## config.mk

```make
export PLATFORM = sky130hd
export DESIGN_NAME = hsli_top
export DESIGN_NICKNAME = d
export VERILOG_FILES = /design/src/hdl/hsli_pkg.sv /design/src/hdl/hsli_strap_if.sv /design/src/hdl/hsli_strap_latch.sv /design/src/hdl/hsli_top.sv
export VERILOG_INCLUDE_DIRS = /design/src /design/src/hdl
export SDC_FILE = /design/constraint.sdc
export NUM_CORES = 1
export LEC_CHECK = 0
export BUFFER_PORTS_ARGS = -buffer_cell sky130_fd_sc_hd__buf_2
export CAP_MARGIN = 20
export CELL_PAD_IN_SITES_DETAIL_PLACEMENT = 1
export CELL_PAD_IN_SITES_GLOBAL_PLACEMENT = 1
export CORE_MARGIN = 4
export CORE_UTILIZATION = 33
export DETAILED_ROUTE_END_ITERATION = 12
export PLACE_DENSITY = 0.75
export SLEW_MARGIN = 25
export SYNTH_ARGS = -nofsm -noshare
export SYNTH_HDL_FRONTEND = slang
export SYNTH_SLANG_ARGS = --single-unit
export TNS_END_PERCENT = 1
```

## constraint.sdc

```tcl
create_clock -name clk -period 2 [get_ports clk]
set_clock_uncertainty 0.15 [all_clocks]
set_input_delay 0.4 -clock clk [delete_from_list [all_inputs] [get_ports clk]]
set_output_delay 0.4 -clock clk [all_outputs]
set_load 0.02 [all_outputs]
```

## src/hdl/hsli_regs.svh

```systemverilog
// register offsets, field positions and reset values of the strap latch block
// assumes a 12-bit APB byte address and 32-bit data
`ifndef HSLI_REGS_SVH
`define HSLI_REGS_SVH

// register byte offsets
`define HSLI_CTRL_OFFSET      12'h000
`define HSLI_STRAP_OFFSET     12'h004
`define HSLI_OC_LEVEL_OFFSET  12'h008
`define HSLI_IRQ_STAT_OFFSET  12'h00C
`define HSLI_IRQ_MASK_OFFSET  12'h010

// control register fields
`define HSLI_CTRL_STRAP_EN    0
`define HSLI_CTRL_HIGH_SPEED  1
`define HSLI_CTRL_CONFIGURED  2
`define HSLI_CTRL_SUSPENDED   3
`define HSLI_CTRL_PORT1_ON    4
`define HSLI_CTRL_PORT2_ON    5
`define HSLI_CTRL_WIDTH       6
`define HSLI_CTRL_RESET       6'h01

// strap status register fields
`define HSLI_STRAP_SEL_LSB    0
`define HSLI_STRAP_FIXED_LSB  4
`define HSLI_STRAP_BOOST_LSB  6
`define HSLI_STRAP_PORTS_LSB  9
`define HSLI_STRAP_HELD       16

// interrupt registers, one bit per downstream port 7..1
`define HSLI_IRQ_MASK_RESET   7'h00

`endif

```

## src/hdl/hsli_pkg.sv

```systemverilog
// types and shared helpers of the strap latch block
// assumes nothing beyond a SystemVerilog compiler
package hsli_pkg;

	// capture state of the strap latch
	typedef enum logic [0:0] {
		HSLI_WAIT_RELEASE = 1'b0,
		HSLI_HOLD         = 1'b1
	} hsli_latch_state_type;

	// two-bit fixed-port strap code
	typedef logic [1:0] hsli_code_type;

	// fixed-port code to a port-3..1 mask, bit 0 is port 1
	function automatic logic [2:0] hsli_fixed_ports(input hsli_code_type code);
		case (code)
			2'h0:    return 3'h0;
			2'h1:    return 3'h1;
			2'h2:    return 3'h3;
			default: return 3'h7;
		endcase
	endfunction

	// level on a pin for a logical state and a polarity
	function automatic logic hsli_drive(input logic active, input logic active_low);
		return active ^ active_low;
	endfunction

	// merge write data into an old word under byte strobes
	function automatic logic [31:0] hsli_merge(input logic [31:0] old,
		input logic [31:0] wdata, input logic [3:0] strb);
		logic [31:0] result;
		result = old;
		for (int i = 0; i < 4; i++) begin
			if (strb[i]) begin
				result[i*8 +: 8] = wdata[i*8 +: 8];
			end
		end
		return result;
	endfunction

endpackage

```

## src/hdl/hsli_strap_if.sv

```systemverilog
// bundle between the strap latch and the indicator top level
// assumes the latch and the top level share one clock
`timescale 1ns/1ps
`default_nettype none
interface hsli_strap_if;
	logic       select_0_pin;
	logic       select_1_pin;
	logic       select_2_pin;
	logic       strap_hi_pin;
	logic       strap_lo_pin;
	logic [1:0] boost_pins;
	logic       held;
	logic [2:0] config_select;
	logic [1:0] fixed_code;
	logic [1:0] boost_code;

	modport latch (
		input  select_0_pin, select_1_pin, select_2_pin,
		input  strap_hi_pin, strap_lo_pin, boost_pins,
		output held, config_select, fixed_code, boost_code
	);
	modport user (
		output select_0_pin, select_1_pin, select_2_pin,
		output strap_hi_pin, strap_lo_pin, boost_pins,
		input  held, config_select, fixed_code, boost_code
	);
endinterface
`default_nettype wire

```

## src/hdl/hsli_strap_latch.sv

```systemverilog
// strap latch: takes all strap pins once after reset release and holds them
// assumes pins synchronous to clk and stable across the release
`timescale 1ns/1ps
`default_nettype none
module hsli_strap_latch #(
	parameter bit HAS_SELECT_2_PIN = 1'b1
) (
	// clock and reset
	input  wire logic     clk,
	input  wire logic     reset,
	// strap bundle
	hsli_strap_if.latch   straps
);
	import hsli_pkg::*;

	hsli_latch_state_type state;

	// one capture on the first edge after release, then hold until reset
	always_ff @(posedge clk or posedge reset) begin
		if (reset) begin
			state                 <= HSLI_WAIT_RELEASE;
			straps.config_select  <= 3'h0;
			straps.fixed_code     <= 2'h0;
			straps.boost_code     <= 2'h0;
		end else begin
			case (state)
				HSLI_WAIT_RELEASE: begin
					straps.config_select[0] <= straps.select_0_pin;
					straps.config_select[1] <= straps.select_1_pin;
					straps.config_select[2] <= HAS_SELECT_2_PIN
						? straps.select_2_pin : 1'b0;
					straps.fixed_code       <= {straps.strap_hi_pin,
						straps.strap_lo_pin};
					straps.boost_code       <= straps.boost_pins;
					state                   <= HSLI_HOLD;
				end
				HSLI_HOLD: begin
					state <= HSLI_HOLD;
				end
				default: begin
					state <= HSLI_WAIT_RELEASE;
				end
			endcase
		end
	end

	// latched values are valid from here on
	assign straps.held = (state == HSLI_HOLD);
endmodule // hsli_strap_latch
`default_nettype wire

```

## src/hdl/hsli_top.sv

```systemverilog
// hub strap latch and indicators: straps, polarities, indicators, over-current
// assumes an APB master on clk and synchronous pin inputs
// board holds the straps across reset release
//
// Notes on behaviour
// - with drive-boost strap 11 both enhanced port indicators are active low.
// - each of ports 7..1 has an active-low over-current sense input, low reports a fault.
// - with the strap function enabled both fixed-port strap bits classify ports 3..1.
// - fixed-port code 00 none fixed, 01 port 1, 10 ports 1-2, 11 ports 1-3.
// - select bit 0 is caught from the serial clock pin at reset release.
// - select bit 1 is caught from the speed indicator pin at reset release.
// - the speed indicator is active high for select bit 1 at 0, active low at 1.
// - the speed indicator is asserted at high speed and negated at full speed.
// - select bit 2 reads 0 without its pin, else it is caught like the others.
// - the suspend indicator is active low for code 01 with the strap function enabled, else active high.
// - the suspend indicator is asserted only while configured and not suspended.
//
// The register addresses and the APB slave port were decided locally.
`timescale 1ns/1ps
`default_nettype none
`include "hsli_regs.svh"
module hsli_top #(
	parameter bit HAS_SELECT_2_PIN = 1'b1
) (
	// clock and reset
	input  wire logic             clk,
	input  wire logic             reset,
	// apb slave
	input  wire logic [11:0]      paddr,
	input  wire logic             psel,
	input  wire logic             penable,
	input  wire logic             pwrite,
	input  wire logic [31:0]      pwdata,
	input  wire logic [3:0]       pstrb,
	output logic [31:0]           prdata,
	output logic                  pready,
	output logic                  pslverr,
	// interrupt
	output logic                  irq,
	// strap-only inputs
	input  wire logic             mgmt_serial_clock,
	input  wire logic             mgmt_serial_data,
	input  wire logic             config_method_select_2,
	// speed indicator pin, shared with select bit 1
	input  wire logic             config_method_select_1,
	output logic                  upstream_speed_indicator,
	output logic                  speed_pin_oe_n,
	// suspend indicator pin, shared with the low fixed-port strap
	input  wire logic             fixed_port_strap_lo,
	output logic                  suspend_indicator,
	output logic                  suspend_pin_oe_n,
	// enhanced port indicator pins, shared with the drive-boost strap
	input  wire logic [1:0]       drive_boost_strap,
	output logic                  port1_enhanced_indicator,
	output logic                  port2_enhanced_indicator,
	output logic                  port_pins_oe_n,
	// over-current sense
	input  wire logic [7:1]       overcurrent_sense_n,
	// to the hub core
	output logic [2:0]            config_method,
	output logic [3:1]            fixed_ports
);
	import hsli_pkg::*;

	// ************************************************************
	// strap latch
	// ************************************************************

	// pins in, held straps out
	hsli_strap_if straps ();

	// route shared pins into the latch bundle
	assign straps.select_0_pin = mgmt_serial_clock;
	assign straps.select_1_pin = config_method_select_1;
	assign straps.select_2_pin = config_method_select_2;
	assign straps.strap_hi_pin = mgmt_serial_data;
	assign straps.strap_lo_pin = fixed_port_strap_lo;
	assign straps.boost_pins   = drive_boost_strap;

	hsli_strap_latch #(
		.HAS_SELECT_2_PIN (HAS_SELECT_2_PIN)
	) u_latch (
		.clk    (clk),
		.reset  (reset),
		.straps (straps)
	);

	// ************************************************************
	// register storage
	// ************************************************************

	logic [`HSLI_CTRL_WIDTH-1:0] ctrl;
	logic [7:1]                  irq_status;
	logic [7:1]                  irq_mask;
	logic [7:1]                  oc_active;
	logic [7:1]                  oc_seen;
	logic [7:1]                  oc_rise;
	logic [7:1]                  irq_clear;
	logic [7:1]                  next_irq_status;
	logic [31:0]                 next_prdata;
	logic [31:0]                 strap_word;
	logic [31:0]                 ctrl_word;
	logic [31:0]                 mask_word;
	logic                        setup_phase;
	logic                        access_done;
	logic                        write_done;
	logic                        read_done;
	logic                        addr_mapped;
	logic                        next_slverr;
	logic [31:0]                 ctrl_merged;
	logic [31:0]                 mask_merged;
	logic [7:1]                  stat_returned;

	// ************************************************************
	// apb decode
	// ************************************************************

	// setup and completed access of a transfer
	assign setup_phase = psel & ~penable;
	assign access_done = psel & penable & pready;
	assign write_done  = access_done & pwrite;
	assign read_done   = access_done & ~pwrite;

	// zero-wait slave, every access ends in its first access cycle
	assign pready = 1'b1;

	// word views of the control and mask registers
	assign ctrl_word = {{(32-`HSLI_CTRL_WIDTH){1'b0}}, ctrl};
	assign mask_word = {24'h000000, irq_mask, 1'b0};

	// known offsets
	always_comb begin
		case (paddr)
			`HSLI_CTRL_OFFSET:     addr_mapped = 1'b1;
			`HSLI_STRAP_OFFSET:    addr_mapped = 1'b1;
			`HSLI_OC_LEVEL_OFFSET: addr_mapped = 1'b1;
			`HSLI_IRQ_STAT_OFFSET: addr_mapped = 1'b1;
			`HSLI_IRQ_MASK_OFFSET: addr_mapped = 1'b1;
			default:               addr_mapped = 1'b0;
		endcase
	end

	// ************************************************************
	// control register
	// ************************************************************

	// merged write word
	assign ctrl_merged = hsli_merge(ctrl_word, pwdata, pstrb);

	// software sets strap use, link state and port indicator requests
	always_ff @(posedge clk or posedge reset) begin
		if (reset) begin
			ctrl <= `HSLI_CTRL_RESET;
		end else if (write_done && paddr == `HSLI_CTRL_OFFSET) begin
			ctrl <= ctrl_merged[`HSLI_CTRL_WIDTH-1:0];
		end
	end

	// ************************************************************
	// interrupt mask register
	// ************************************************************

	// merged write word
	assign mask_merged = hsli_merge(mask_word, pwdata, pstrb);

	// one mask bit per port, set bit lets the event through
	always_ff @(posedge clk or posedge reset) begin
		if (reset) begin
			irq_mask <= `HSLI_IRQ_MASK_RESET;
		end else if (write_done && paddr == `HSLI_IRQ_MASK_OFFSET) begin
			irq_mask <= mask_merged[7:1];
		end
	end

	// ************************************************************
	// over-current sense
	// ************************************************************

	// low sense level means an over-current report
	assign oc_active = ~overcurrent_sense_n;

	// previous level for the onset detector
	// idle level after reset, no false onset
	always_ff @(posedge clk or posedge reset) begin
		if (reset) begin
			oc_seen <= 7'h00;
		end else begin
			oc_seen <= oc_active;
		end
	end

	// one event per new report
	assign oc_rise = oc_active & ~oc_seen;

	// ************************************************************
	// interrupt status
	// ************************************************************

	// bits returned by the finishing read
	assign stat_returned = prdata[7:1];

	// a read of the status register clears what it returned
	// so an event on the setup edge survives
	assign irq_clear = (read_done && paddr == `HSLI_IRQ_STAT_OFFSET)
		? stat_returned : 7'h00;

	// a new event in the clearing cycle survives
	assign next_irq_status = (irq_status & ~irq_clear) | oc_rise;

	// sticky event bits
	always_ff @(posedge clk or posedge reset) begin
		if (reset) begin
			irq_status <= 7'h00;
		end else begin
			irq_status <= next_irq_status;
		end
	end

	// level interrupt while any unmasked event is pending
	// next status, so irq rises with its bit
	always_ff @(posedge clk or posedge reset) begin
		if (reset) begin
			irq <= 1'b0;
		end else begin
			irq <= |(next_irq_status & irq_mask);
		end
	end

	// ************************************************************
	// read path
	// ************************************************************

	// strap status word
	always_comb begin
		strap_word = 32'h00000000;
		strap_word[`HSLI_STRAP_SEL_LSB +: 3]   = straps.config_select;
		strap_word[`HSLI_STRAP_FIXED_LSB +: 2] = straps.fixed_code;
		strap_word[`HSLI_STRAP_BOOST_LSB +: 2] = straps.boost_code;
		strap_word[`HSLI_STRAP_PORTS_LSB +: 3] = fixed_ports;
		strap_word[`HSLI_STRAP_HELD]           = straps.held;
	end

	// read data chosen in the setup cycle
	always_comb begin
		case (paddr)
			`HSLI_CTRL_OFFSET:     next_prdata = ctrl_word;
			`HSLI_STRAP_OFFSET:    next_prdata = strap_word;
			`HSLI_OC_LEVEL_OFFSET: next_prdata = {24'h000000, oc_active, 1'b0};
			`HSLI_IRQ_STAT_OFFSET: next_prdata = {24'h000000, irq_status, 1'b0};
			`HSLI_IRQ_MASK_OFFSET: next_prdata = mask_word;
			default:               next_prdata = 32'h00000000;
		endcase
		next_slverr = ~addr_mapped;
	end

	// read data and error stand through the access cycle
	always_ff @(posedge clk or posedge reset) begin
		if (reset) begin
			prdata  <= 32'h00000000;
			pslverr <= 1'b0;
		end else if (setup_phase) begin
			prdata  <= pwrite ? 32'h00000000 : next_prdata;
			pslverr <= next_slverr;
		end
	end

	// ************************************************************
	// strap outputs to the hub core
	// ************************************************************

	// effective fixed-port code, ignored when strap use is off
	hsli_code_type fixed_code_use;
	assign fixed_code_use = ctrl[`HSLI_CTRL_STRAP_EN] ? straps.fixed_code : 2'h0;

	// selection bits and fixed-port classification
	always_ff @(posedge clk or posedge reset) begin
		if (reset) begin
			config_method <= 3'h0;
			fixed_ports   <= 3'h0;
		end else begin
			config_method <= straps.config_select;
			fixed_ports   <= hsli_fixed_ports(fixed_code_use);
		end
	end

	// ************************************************************
	// indicator polarity
	// ************************************************************

	logic speed_low;
	logic suspend_low;
	logic port1_low;
	logic port2_low;

	// polarities follow the held straps
	assign speed_low   = straps.config_select[1];
	assign suspend_low = (fixed_code_use == 2'h1);
	assign port1_low   = straps.boost_code[0];
	assign port2_low   = straps.boost_code[1];

	// ************************************************************
	// indicator drive
	// ************************************************************

	logic speed_on;
	logic suspend_on;

	// logical indicator states
	assign speed_on   = ctrl[`HSLI_CTRL_HIGH_SPEED];
	assign suspend_on = ctrl[`HSLI_CTRL_CONFIGURED]
		& ~ctrl[`HSLI_CTRL_SUSPENDED];

	// pin levels, released until the straps are held
	always_ff @(posedge clk or posedge reset) begin
		if (reset) begin
			upstream_speed_indicator <= 1'b0;
			suspend_indicator        <= 1'b0;
			port1_enhanced_indicator <= 1'b0;
			port2_enhanced_indicator <= 1'b0;
		end else begin
			upstream_speed_indicator <= hsli_drive(speed_on, speed_low);
			suspend_indicator        <= hsli_drive(suspend_on, suspend_low);
			port1_enhanced_indicator <= hsli_drive(ctrl[`HSLI_CTRL_PORT1_ON],
				port1_low);
			port2_enhanced_indicator <= hsli_drive(ctrl[`HSLI_CTRL_PORT2_ON],
				port2_low);
		end
	end

	// pins stay undriven through reset and the capture edge
	always_ff @(posedge clk or posedge reset) begin
		if (reset) begin
			speed_pin_oe_n   <= 1'b1;
			suspend_pin_oe_n <= 1'b1;
			port_pins_oe_n   <= 1'b1;
		end else begin
			speed_pin_oe_n   <= ~straps.held;
			suspend_pin_oe_n <= ~straps.held;
			port_pins_oe_n   <= ~straps.held;
		end
	end

endmodule // hsli_top
`default_nettype wire

```

==> metrics.md, run 1 <==
| Metric | Value |
|---|---|
| Outcome | complete, but fails checks |
| Violated checks | setup timing |
| Most frequent cells in the layout | buf_2, dfrtp_1, nand2_1 |
| Hold wc startpoint | overcurrent_sense_n[6] |
| Starting Density | 0.342 |
| Fin crit period | 2.06 ns |
| Net Sw Power | between 700 and 800 uW |
| Row cnt | 33 |
| Hold depth | 2 |
| Async SR Flop Fraction | 1.00 |
| Worst Path Required | 2.05 ns |
| Fmax achieved | 485 MHz |
| Int Pwr | between 1.5 and 2 mW |
| Combinational Power Share | 0.112 |
| Nets | 416 |
| Hold Crit Class | input pin to flip-flop |
| Filler cells | 946 |
| P&R area growth vs syn | 26.6% |
| ANT nets after route | 0 |
| PD cells | about 710 mW/mm^2 |
| Register area share after synthesis | 0.530 |
| Ports | approximately 120 |
| Inserted Clock Buffers | 9 |
| Port-buffer cells | 66 |
| Clock Power Share | 0.377 |
| Leak pwr | about 1.7 nW |
| Vias per cell | between 4 and 5 |
| Distinct cell type count after synthesis | 45 |
| Drt drc | 0 |
| Post-Syn Area | between 0.002 and 0.003 sq mm |
| Yosys reg bits | 60 |
| CTS sink count | 60 |
| Number of antenna violations at the first check in global routing | 0 |
| Worst r2r src | irq_status[6]$_DFF_PP0_ |
| Wirelength per Cell | approximately 17 um |
| Reg2reg end | irq$_DFF_PP0_ |
| Buffers inserted by post-CTS timing repair | 0 |
| Worst Reg-to-Reg Cells | 5 |
| First-pass GRT wire length | around 12000 um |
| Busiest grt layer | met2 |
| IR drop worst, VDD | ~0.25 mV |
| Clk root buf | clkbuf_8 |
| CTS H-tree lvls | 3 |
| Final WL | around 7700 um |
| Mean Syn Cell Area | 10.9 sq um |
| Sequential Power Share | 0.511 |
| Core footprint | ~0.0083 sq mm |
| Final Setup Violations | 6 |
| Vias in the first global route | 2389 |
| GR met1 Demand/Resource | 0.207 |
| Top cell type's share of synthesized area | 0.511 |
| Die height | 101 um |
| CP Class | input pin to flip-flop |
| Critical Path Source Type | input pin |
| GR met3 Demand/Resource | 0.0498 |
| Register area | roughly 0.0015 sq mm |
| GRT overflow | 0 |
| Crit Path Max Fanout | 5 |
| Synth Instances | 260 |
| Total GRT Usage | 0.160 |
| Worst hold path endpoint | oc_seen[6]$_DFF_PP0_ |
| GR Layer Usage met2 | 0.248 |
| Switching Share | 0.276 |
| DP Worst Slack | -0.425 ns |
| Ys flop type | dfrtp_1 |
| Via count | about 2200 |
| Share of cells above drive strength 1 | 0.412 |
| Area occupied by multi-input gates | about 0.0012 sq mm |
| Synth area leaders | dfrtp_1, mux2_2, buf_4 |
| Dominant cell type by area after synthesis | dfrtp_1 |
| R2R setup slack | 0.61 ns |
| Slew Limit Fails | 0 |
| Reg clk slew, reported paths | 0.07 ns |
| Max Buffers Root-to-Sink | 2 |
| DR pass1 iterations | 4 |
| Final hold vios | 0 |
| Die X | 101 um |
| Yosys warnings | 0 |
| Most common cell after layout, fill and taps aside | buf_2 |
| Die ar. | ~0.010 sq mm |
| Worst Slack Setup Final | -0.0607 ns |
| RSZ-0062 raised after global routing | true |
| Clk_lat worst skew | ~0.34 ns |
| EDFF count, synth | 0 |
| Largest net degree at the start of global routing | 61 |
| ANT cells | 0 |
| Iter 0 DRT Violations | a little under 70 |
| Final GP Congestion | 0.794 |
| Period Utilization, post-route | 1.03 |
| Dpl hpwl | 5670 um |
| Setup crit end kind | flip-flop |
| Max-cap violations | 0 |
| CTS tree | done |
| Final Util | 0.433 |
| Crit path DAT | approximately 2.1 ns |
[synth_stat cells, types with 2 or more instances]
master,count
dfrtp_1,58
nand2_1,27
mux2_2,24
buf_4,23
o21ai_0,19
a21oi_1,14
inv_1,12
nor2_1,10
clkbuf_1,6
nor2b_1,6
a21o_1,5
a22oi_1,5
and3_1,4
o21ai_1,4
nor4b_1,3
or2_2,3
xor2_1,3
a221oi_1,2
conb_1,2
dfstp_2,2
nand3b_1,2
nor4_4,2
or4_4,2
[power groups by stage]
stage / Combinational (mW) / Clock (mW) / Sequential [mW]
floorplan: 0.170 / 0 / 1.33
global placement: 0.275 / 0 / 1.32
detailed placement: 0.280 / 0 / 1.32
CTS: 0.285 / 0.995 / 1.30
global route: 0.313 / 1.05 / 1.30
finish: 0.284 / 0.958 / 1.30
[critical path, stage by stage]
cell       delay [ns]
buf_6            0.09
or4_4            0.54
or4_4            0.50
nor4b_4          0.29
o22a_1           0.18
o2111ai_1        0.11
[layout make-up]
| type | instances | area share |
|---|---|---|
| clock buffers | 11 | 0.0393 |
| inverters | 12 | 0.0125 |
| multi-input cells | 178 | 0.336 |
| well taps | 105 | 0.0365 |
| flip-flops and latches | 60 | 0.418 |
| clock inverters | 5 | 0.00765 |
| repair buffers | 88 | 0.149 |
[repair_timing]
item                                   CTS  global route
hold buffers                             1             0
pin swaps                                2             5
gates resized for setup                  5             5
endpoints found under the hold margin   58             0
setup endpoints to repair               14            21
[flip-flops by register name, summed over array words and instances (netlist names)]
register / cells
u_latch.straps.boost_code: 2
irq_status: 7
irq: 1
u_latch.straps.held: 1
port1_enhanced_indicator: 1
prdata: 12
pslverr: 1
u_latch.straps.fixed_code: 2
suspend_indicator: 1
port_pins_oe_n: 1
oc_seen: 7
u_latch.straps.config_select: 3
upstream_speed_indicator: 1
fixed_ports: 3
port2_enhanced_indicator: 1
irq_mask: 7
ctrl: 6
config_method: 3
[layer usage]
| layer | part of all wire | vias to the layer above |
|---|---|---|
| met5 | 0 | - |
| met3 | 0.063 | 8 |
| li1 | - | 1037 |
| met4 | 0.013 | 0 |
| met1 | 0.45 | 1084 |
| met2 | 0.48 | 66 |
[worst max path at each step]
| stage | startpoint | end | cells past startpoint |
|---|---|---|---|
| final | paddr[7] | irq$_DFF_PP0_ | 6 |
| after detailed placement | paddr[7] | irq$_DFF_PP0_ | 6 |
| after global placement | paddr[7] | irq$_DFF_PP0_ | 6 |
| after floorplan | paddr[7] | irq$_DFF_PP0_ | 5 |
| after CTS | paddr[7] | irq$_DFF_PP0_ | 6 |
| after global routing | paddr[7] | prdata[4]$_DFFE_PP0P_ | 7 |
[logic make-up after synthesis]
| group | synth area share |
|---|---|
| buf+inv | 0.0863 |
| mux | 0.0987 |
| simple gates | 0.149 |
| xor+xnor | 0.0123 |
| compound gates | 0.122 |
| flops | 0.530 |
| other cells | 0.00264 |
[per-stage QoR]
| step | area [sq um] | setup TNS [ns] | hold slack (ns) | total power, mW | instances |
|---|---|---|---|---|---|
| 6_report | 3600 | -0.185 | 0.0780 | 2.54 | 459 |
| 5_1_grt | 3600 | -0.653 | 0.0678 | 2.66 | 459 |
| 4_1_cts | 3580 | -0.151 | 0.0553 | 2.58 | 459 |
| 3_5_place_dp | 3370 | -10.77 | 0.253 | 1.60 | 442 |
| 3_3_place_gp | 3370 | -9.94 | 0.252 | 1.59 | 442 |
| 2_1_floorplan | 2930 | -6.17 | 0.218 | 1.50 | 280 |
(Power assumes the default switching activity.)
==> run 2, diff against run 1 <==
--- a/config.mk
+++ b/config.mk
@@ -6,14 +6,15 @@
 export SDC_FILE = /design/constraint.sdc
 export NUM_CORES = 1
 export LEC_CHECK = 0
+export ABC_AREA = 1
 export BUFFER_PORTS_ARGS = -buffer_cell sky130_fd_sc_hd__buf_2
 export CAP_MARGIN = 20
 export CELL_PAD_IN_SITES_DETAIL_PLACEMENT = 1
 export CELL_PAD_IN_SITES_GLOBAL_PLACEMENT = 1
 export CORE_MARGIN = 4
-export CORE_UTILIZATION = 33
+export CORE_UTILIZATION = 31
 export DETAILED_ROUTE_END_ITERATION = 12
-export PLACE_DENSITY = 0.75
+export PLACE_DENSITY = 0.73
 export SLEW_MARGIN = 25
 export SYNTH_ARGS = -nofsm -noshare
 export SYNTH_HDL_FRONTEND = slang
==> constraint.sdc (replaced) <==
create_clock -name clk -period 2 [get_ports clk]
set_clock_uncertainty 0.15 [all_clocks]
set_input_delay 0.1 -clock clk [delete_from_list [all_inputs] [get_ports clk]]
set_output_delay 0.1 -clock clk [all_outputs]
set_load 0.02 [all_outputs]
==> run 2 against run 1 <==
  * The run now ends clean
  * Total power rose by 5.9%
  * Flip-flop and latch count did not move
  * Largest cell class unchanged
  * Worst setup slack improved by 0.47 ns
  * Critical endpoint is now prdata[6]$_DFFE_PP0P_
==> metrics.md, run 2 <==
| Metric | Value |
|---|---|
| Post-synth top cells | nand2_1, dfrtp_1, inv_1 |
| Synth area leaders | dfrtp_1, nand2_1, buf_4 |
| Power Total | 2.69 mW (+5.9%) |
| Hold Crit Class | input pin to flip-flop |
| Final WL | 8100 um (+4.9%) |
| Share of cells above drive strength 1 | 0.262 (-0.150) |
| Max-cap violations | 0 (unchanged) |
| Post-Syn Area | 0.00292 sq mm (+2.6%) |
| Final GP Congestion | 0.818 (+3.1%) |
| Dpl hpwl | 5960 um (+5.3%) |
| Row cnt | 35 (+6.1%) |
| Period Utilization, post-route | 0.795 (-0.236) |
| Synth Instances | 347 (+33%) |
| Final hold vios | 0 (unchanged) |
| Final setup TNS | 0 ns (+0.185 ns) |
| CTS resizes | 0 (-5) |
| Slew Limit Fails | 0 (unchanged) |
| Ys flop type | dfrtp_1 |
| Final Setup Violations | 0 (-6) |
| CTS tree | done |
| Total GRT Usage | 0.157 (-0.00333) |
| Crit path DAT | 1.72 ns (-0.40 ns) |
| Number of antenna violations at the first check in global routing | 0 (unchanged) |
| ANT cells | 0 (unchanged) |
| Starting Density | 0.317 (-0.0252) |
| DP Worst Slack | 0.271 ns (+0.696 ns) |
| Clk root buf | clkbuf_8 |
| Via count | 2504 (+14%) |
| Slew @ Worst Pin | 0.505 ns |
| Largest register FFs | 12 (unchanged) |
| Nets | 512 (+23%) |
| DR pass1 iterations | 4 (unchanged) |
| PD cells | 716 mW/mm^2 (+1.4%) |
| GRT overflow | 0 (unchanged) |
| Outcome | finished, final reports clean |
| CTS H-tree lvls | 3 (unchanged) |
| Yosys warnings | 0 (unchanged) |
| Die ar. | 0.0110 sq mm (+8.5%) |
| Most frequent cells in the layout | nand2_1, buf_2, dfrtp_1 |
| Met3 WL | 470 um (-2.9%) |
| Register area share after synthesis | 0.516 (-0.0136) |
| Drt drc | 0 (unchanged) |
| WL met1 | 3400 um (-2.0%) |
| Worst Path Required | 2.13 ns (+0.08 ns) |
| Largest net degree at the start of global routing | 61 (unchanged) |
| ANT nets after route | 0 (unchanged) |
| Fmax achieved | 629 MHz (+30%) |
| Final hold slack | 0.0981 ns (+0.0200 ns) |
| Count leader, synth | nand2_1 |
| Reg clk slew, reported paths | 0.07 ns (about the same) |
| Top cell by count, worst path | dlygate4sd3_1 |
| Final Util | 0.408 (-0.0253) |
| Die height | 105 um (+4.2%) |
| EDFF count, synth | 0 (unchanged) |
| Yosys reg bits | 60 (unchanged) |
| Mean Syn Cell Area | 8.40 sq um (-23%) |
| Worst Slack Setup Final | 0.410 ns (+0.471 ns) |
| Async SR Flop Fraction | 1.00 (unchanged) |
| Clk_lat worst skew | 0.34 ns (about the same) |
| Crit Path Max Fanout | 3 (-2) |
| CP max stage delay | 0.61 ns (+0.07 ns) |
| Met2 WL | 4080 um (+11%) |
| Setup crit end kind | flip-flop |
| Ports | 115 (unchanged) |
| Max Buffers Root-to-Sink | 2 (unchanged) |
| Top Metal Used | met4 |
| Wirelength per Cell | 14.4 um (-14%) |
| RSZ-0062 raised after global routing | false |
| Rel. slew slack | 0.663 |
| Register area | 0.00150 sq mm (unchanged) |
| Port-buffer cells | 66 (unchanged) |
| CTS sink count | 60 (unchanged) |
| Biggest register | prdata |
| P&R area growth vs syn | 28.7% |
| Inserted Clock Buffers | 9 (unchanged) |
| Die X | 105 um (+4.2%) |
| Critical path's slowest cell | dlygate4sd3_1 |
| First-pass GRT wire length | 13600 um (+10%) |
| IR drop worst, VDD | 0.377 mV (+53%) |
| Most common cell after layout, fill and taps aside | nand2_1 |
| Filler cells | 1147 (+21%) |
| Iter 0 DRT Violations | 123 (+78%) |
| CP Class | input pin to flip-flop |
| Distinct cell type count after synthesis | 31 (-31%) |
| Dominant cell type by area after synthesis | dfrtp_1 |
| Critical Path Source Type | input pin |
| Leak pwr | 2.09 nW (+20%) |
| Top cell type's share of synthesized area | 0.498 (-0.0132) |
| Core footprint | 0.00920 sq mm (+11%) |
| Area occupied by multi-input gates | 0.00114 sq mm (-5.8%) |
| Crit path cell chain | dlygate4sd3_1, buf_2, nor2_1, dlygate4sd3_1, nand3_1, nand2_1 |
| Fin crit period | 1.59 ns (-0.471 ns) |
| Vias in the first global route | 2669 (+12%) |
| Vias per cell | 4.46 (-6.7%) |
-- run 2: worst paths after layout --
kind                                                        startpoint                                          end  slack, ns  cells past startpoint
max in group asynchronous                                        reset                          ctrl[0]$_DFFE_PP1P_       1.18                      4
min in group asynchronous                                        reset  u_latch.straps.config_select[0]$_DFFE_PP0N_       0.21                      4
setup reg to reg                                 prdata[4]$_DFFE_PP0P_                                irq$_DFF_PP0_       0.81                      7
hold / removal                                                    psel                       prdata[16]$_DFFE_PP0P_        0.1                      5
setup / recovery                                               penable                        prdata[6]$_DFFE_PP0P_       0.41                      6
hold reg to reg            u_latch.straps.config_select[0]$_DFFE_PP0N_                   config_method[0]$_DFF_PP0_       0.23                      0
-- run 2: final cells by class --
| class | instances | share of cell area |
|---|---|---|
| inverter | 39 | 0.0390 |
| clock buffer | 14 | 0.0433 |
| sequential | 60 | 0.401 |
| multi-input combinational | 240 | 0.304 |
| clock inverter | 2 | 0.00934 |
| tap | 111 | 0.0370 |
| timing repair buffer | 95 | 0.167 |
-- run 2: repair_timing --
item,in CTS,in global routing
endpoints found under the hold margin,101,0
hold buffers,26,0
setup buffers,0,0
-- run 2: per-stage QoR --
step                cell area, sq um  std cells
CTS                             3750        561
finish                          3750        561
floorplan                       2990        367
global placement                3290        519
global route                    3750        561
detailed placement              3290        519
-- run 2: logic make-up after synthesis --
group / share of synthesized area
buf+inv: 0.119
mux: 0.00772
compound gates: 0.0498
flops: 0.516
simple gates: 0.293
xor+xnor: 0.0120
other cells: 0.00258
-- run 2: worst max-delay path: cells and delay by family --
| family | cells | cell delay (ns) |
|---|---|---|
| buffers and inverters | 3 | 1.27 |
| AND/OR/NAND/NOR | 3 | 0.35 |
-- run 2: where the power goes --
part | leakage [nW] | switching (mW) | internal (mW)
clock | 0.101 | 0.460 | 0.643
sequential | 0.743 | 0.0265 | 1.26
combinational | 1.25 | 0.192 | 0.109
-- run 2: metal layers --
metal	track usage	vias to the layer above
met5	0	-
met4	0.0590	0
met2	0.258	75
li1	-	1236
met3	0.0420	12
met1	0.196	1181
==> run 3, diff against run 2 <==
--- a/config.mk
+++ b/config.mk
@@ -12,9 +12,9 @@
 export CELL_PAD_IN_SITES_DETAIL_PLACEMENT = 1
 export CELL_PAD_IN_SITES_GLOBAL_PLACEMENT = 1
 export CORE_MARGIN = 4
-export CORE_UTILIZATION = 31
+export CORE_UTILIZATION = 35
 export DETAILED_ROUTE_END_ITERATION = 12
-export PLACE_DENSITY = 0.73
+export PLACE_DENSITY = 0.78
 export SLEW_MARGIN = 25
 export SYNTH_ARGS = -nofsm -noshare
 export SYNTH_HDL_FRONTEND = slang
==> constraint.sdc (replaced) <==
create_clock -name clk -period 1.49 [get_ports clk]
set_clock_uncertainty 0.15 [all_clocks]
set_input_delay 0.0745 -clock clk [delete_from_list [all_inputs] [get_ports clk]]
set_output_delay 0.0745 -clock clk [all_outputs]
set_load 0.02 [all_outputs]
==> run 3 against run 2 <==
  * Cell area grew 3.6%
  * Largest power group unchanged
  * Register-to-register slack lost 0.55 ns
  * Clock power grew 35%
  * Critical endpoint is now prdata[3]$_DFFE_PP0P_
  * Highest routed layer unchanged
==> metrics.md, run 3 (same netlist as run 2, synthesis figures left out) <==
| Metric | Value |
|---|---|
| Outcome | finished, final reports clean |
| Largest register FFs | 12 (unchanged) |
| CP Class | input pin to flip-flop |
| RSZ-0062 raised after global routing | false |
| Crit path DAT | 1.48 ns (-0.24 ns) |
| Drt drc | 0 (unchanged) |
| Critical Path Source Type | input pin |
| Final hold vios | 0 (unchanged) |
| Inserted Clock Buffers | 9 (unchanged) |
| ANT nets after route | 0 (unchanged) |
| Critical path's slowest cell | dlygate4sd3_1 |
| Biggest register | prdata |
| Final Setup Violations | 0 (unchanged) |
| Largest net degree at the start of global routing | 61 (unchanged) |
| PD cells | 938 mW/mm^2 (+31%) |
| Fmax achieved | ~740 MHz |
| Dpl hpwl | 6330 um (+6.2%) |
| Filler cells | 1020 (-11%) |
| CTS H-tree lvls | 3 (unchanged) |
| Clk_lat worst skew | 0.35 ns (about the same) |
| Vias per cell | 4.59 (+2.9%) |
| Nets | 527 (+2.9%) |
| Max Buffers Root-to-Sink | 2 (unchanged) |
| Most frequent cells in the layout | nand2_1, buf_2, dfrtp_1 |
| Vias in the first global route | 2880 (+7.9%) |
| Die ar. | 0.00985 sq mm (-11%) |
| Worst Slack Setup Final | 0.143 ns (-0.267 ns) |
| Total GRT Usage | 0.189 (+0.0326) |
| Die height | 99.3 um (-5.4%) |
| Final Util | 0.475 (+0.0673) |
| Port-buffer cells | 66 (unchanged) |
| CTS sink count | 60 (unchanged) |
| Period Utilization, post-route | 0.904 |
| First-pass GRT wire length | 14400 um (+6.1%) |
| Row cnt | 33 (-5.7%) |
| CTS tree | done |
| Crit path cell chain | buf_2, dlygate4sd3_1, nor2_4, nand2_1, buf_4, nor2_4, o21ai_1, nand2_1 |
| Wirelength per Cell | 15.3 um (+6.1%) |
| Ports | 115 (unchanged) |
| Setup crit end kind | flip-flop |
| Iter 0 DRT Violations | 81 (-34%) |
| P&R area growth vs syn | 33.3% |
| Slew Limit Fails | 0 (unchanged) |
| Share of cells above drive strength 1 | 0.295 (+0.0324) |
| Die X | 99.3 um (-5.4%) |
| IR drop worst, VDD | 0.354 mV (-6.1%) |
| Final WL | 8740 um (+7.8%) |
| Starting Density | 0.357 (+0.0396) |
| ANT cells | 0 (unchanged) |
| Leak pwr | 2.16 nW (+3.3%) |
| Crit Path Max Fanout | 4 (+1) |
| Worst Path Required | 1.62 ns (-0.51 ns) |
| Max-cap violations | 0 (unchanged) |
| Via count | 2619 (+4.6%) |
| Most common cell after layout, fill and taps aside | nand2_1 |
| CP max stage delay | 0.59 ns (-0.02 ns) |
| Hold Crit Class | input pin to flip-flop |
| DP Worst Slack | -0.0761 ns (-0.347 ns) |
| Core footprint | 0.00818 sq mm (-11%) |
| DR pass1 iterations | 4 (unchanged) |
| Clk root buf | clkbuf_8 |
| GRT overflow | 0 (unchanged) |
| Final GP Congestion | 0.849 (+3.8%) |
| Number of antenna violations at the first check in global routing | 0 (unchanged) |
| Reg clk slew, reported paths | 0.07 ns (about the same) |
| Final setup TNS | 0 ns (unchanged) |
| Fin crit period | around 1.3 ns |
==> run 3: worst paths after layout <==
| kind | startpoint | end | slack, ns | depth (start not counted) |
|---|---|---|---|---|
| setup / recovery | penable | prdata[3]$_DFFE_PP0P_ | 0.14 | 8 |
| hold / removal | paddr[2] | irq_mask[6]$_DFFE_PP0P_ | 0.11 | 4 |
| setup reg to reg | prdata[6]$_DFFE_PP0P_ | irq$_DFF_PP0_ | 0.26 | 7 |
| hold reg to reg | u_latch.straps.config_select[0]$_DFFE_PP0N_ | config_method[0]$_DFF_PP0_ | 0.23 | 0 |
| max in group asynchronous | reset | ctrl[0]$_DFFE_PP1P_ | 0.67 | 4 |
| min in group asynchronous | reset | u_latch.straps.config_select[0]$_DFFE_PP0N_ | 0.22 | 4 |
==> run 3: report_power, final <==
| group | total (mW) | leakage (nW) | internal (mW) | switching [mW] |
|---|---|---|---|---|
| sequential | 1.73 | 0.743 | 1.69 | 0.0384 |
| clock | 1.49 | 0.102 | 0.858 | 0.636 |
| combinational | 0.425 | 1.32 | 0.156 | 0.269 |
| total | 3.64 | 2.16 | 2.70 | 0.943 |
==> run 3: layout make-up <==
class / instances / area [sq um] / area share
clock inverter: 4 / 47.5 / 0.0122
multi-input combinational: 240 / 1150 / 0.295
timing repair buffer: 110 / 751 / 0.193
inverter: 39 / 150 / 0.0386
tap: 105 / 131 / 0.0338
clock buffer: 12 / 155 / 0.0399
sequential: 60 / 1500 / 0.387
==> run 3: per-layer routing <==
layer  track usage  up-vias  part of all wire
li1              -     1265                 -
met5             0        -                 0
met4        0.0641        0             0.015
met1         0.218     1268              0.39
met3        0.0463       13             0.055
met2         0.342       73              0.54
==> run 3: worst max-delay path: cells and delay by family <==
family / cells / cell delay, ns
AOI/OAI and AO/OA: 1 / 0.09
buffers and inverters: 3 / 0.85
and+or+nand+nor: 4 / 0.45
==> run 3: stage by stage <==
stage | cell area, sq um | total power, mW | hold slack [ns] | instances
3_5_place_dp | 3420 | 2.12 | 0.0372 | 528
5_1_grt | 3890 | 3.82 | 0.138 | 570
2_1_floorplan | 2990 | 2.00 | -0.0161 | 367
3_3_place_gp | 3420 | 2.11 | 0.0278 | 528
4_1_cts | 3880 | 3.69 | 0.115 | 570
6_report | 3890 | 3.64 | 0.113 | 570
==> run 3: timing repair <==
action,4_1_cts,5_1_grt
hold buffers,26,0
buffers inserted,0,0
endpoints found under the setup margin,0,9
gates resized for setup,0,3
hold endpoints to repair,101,0
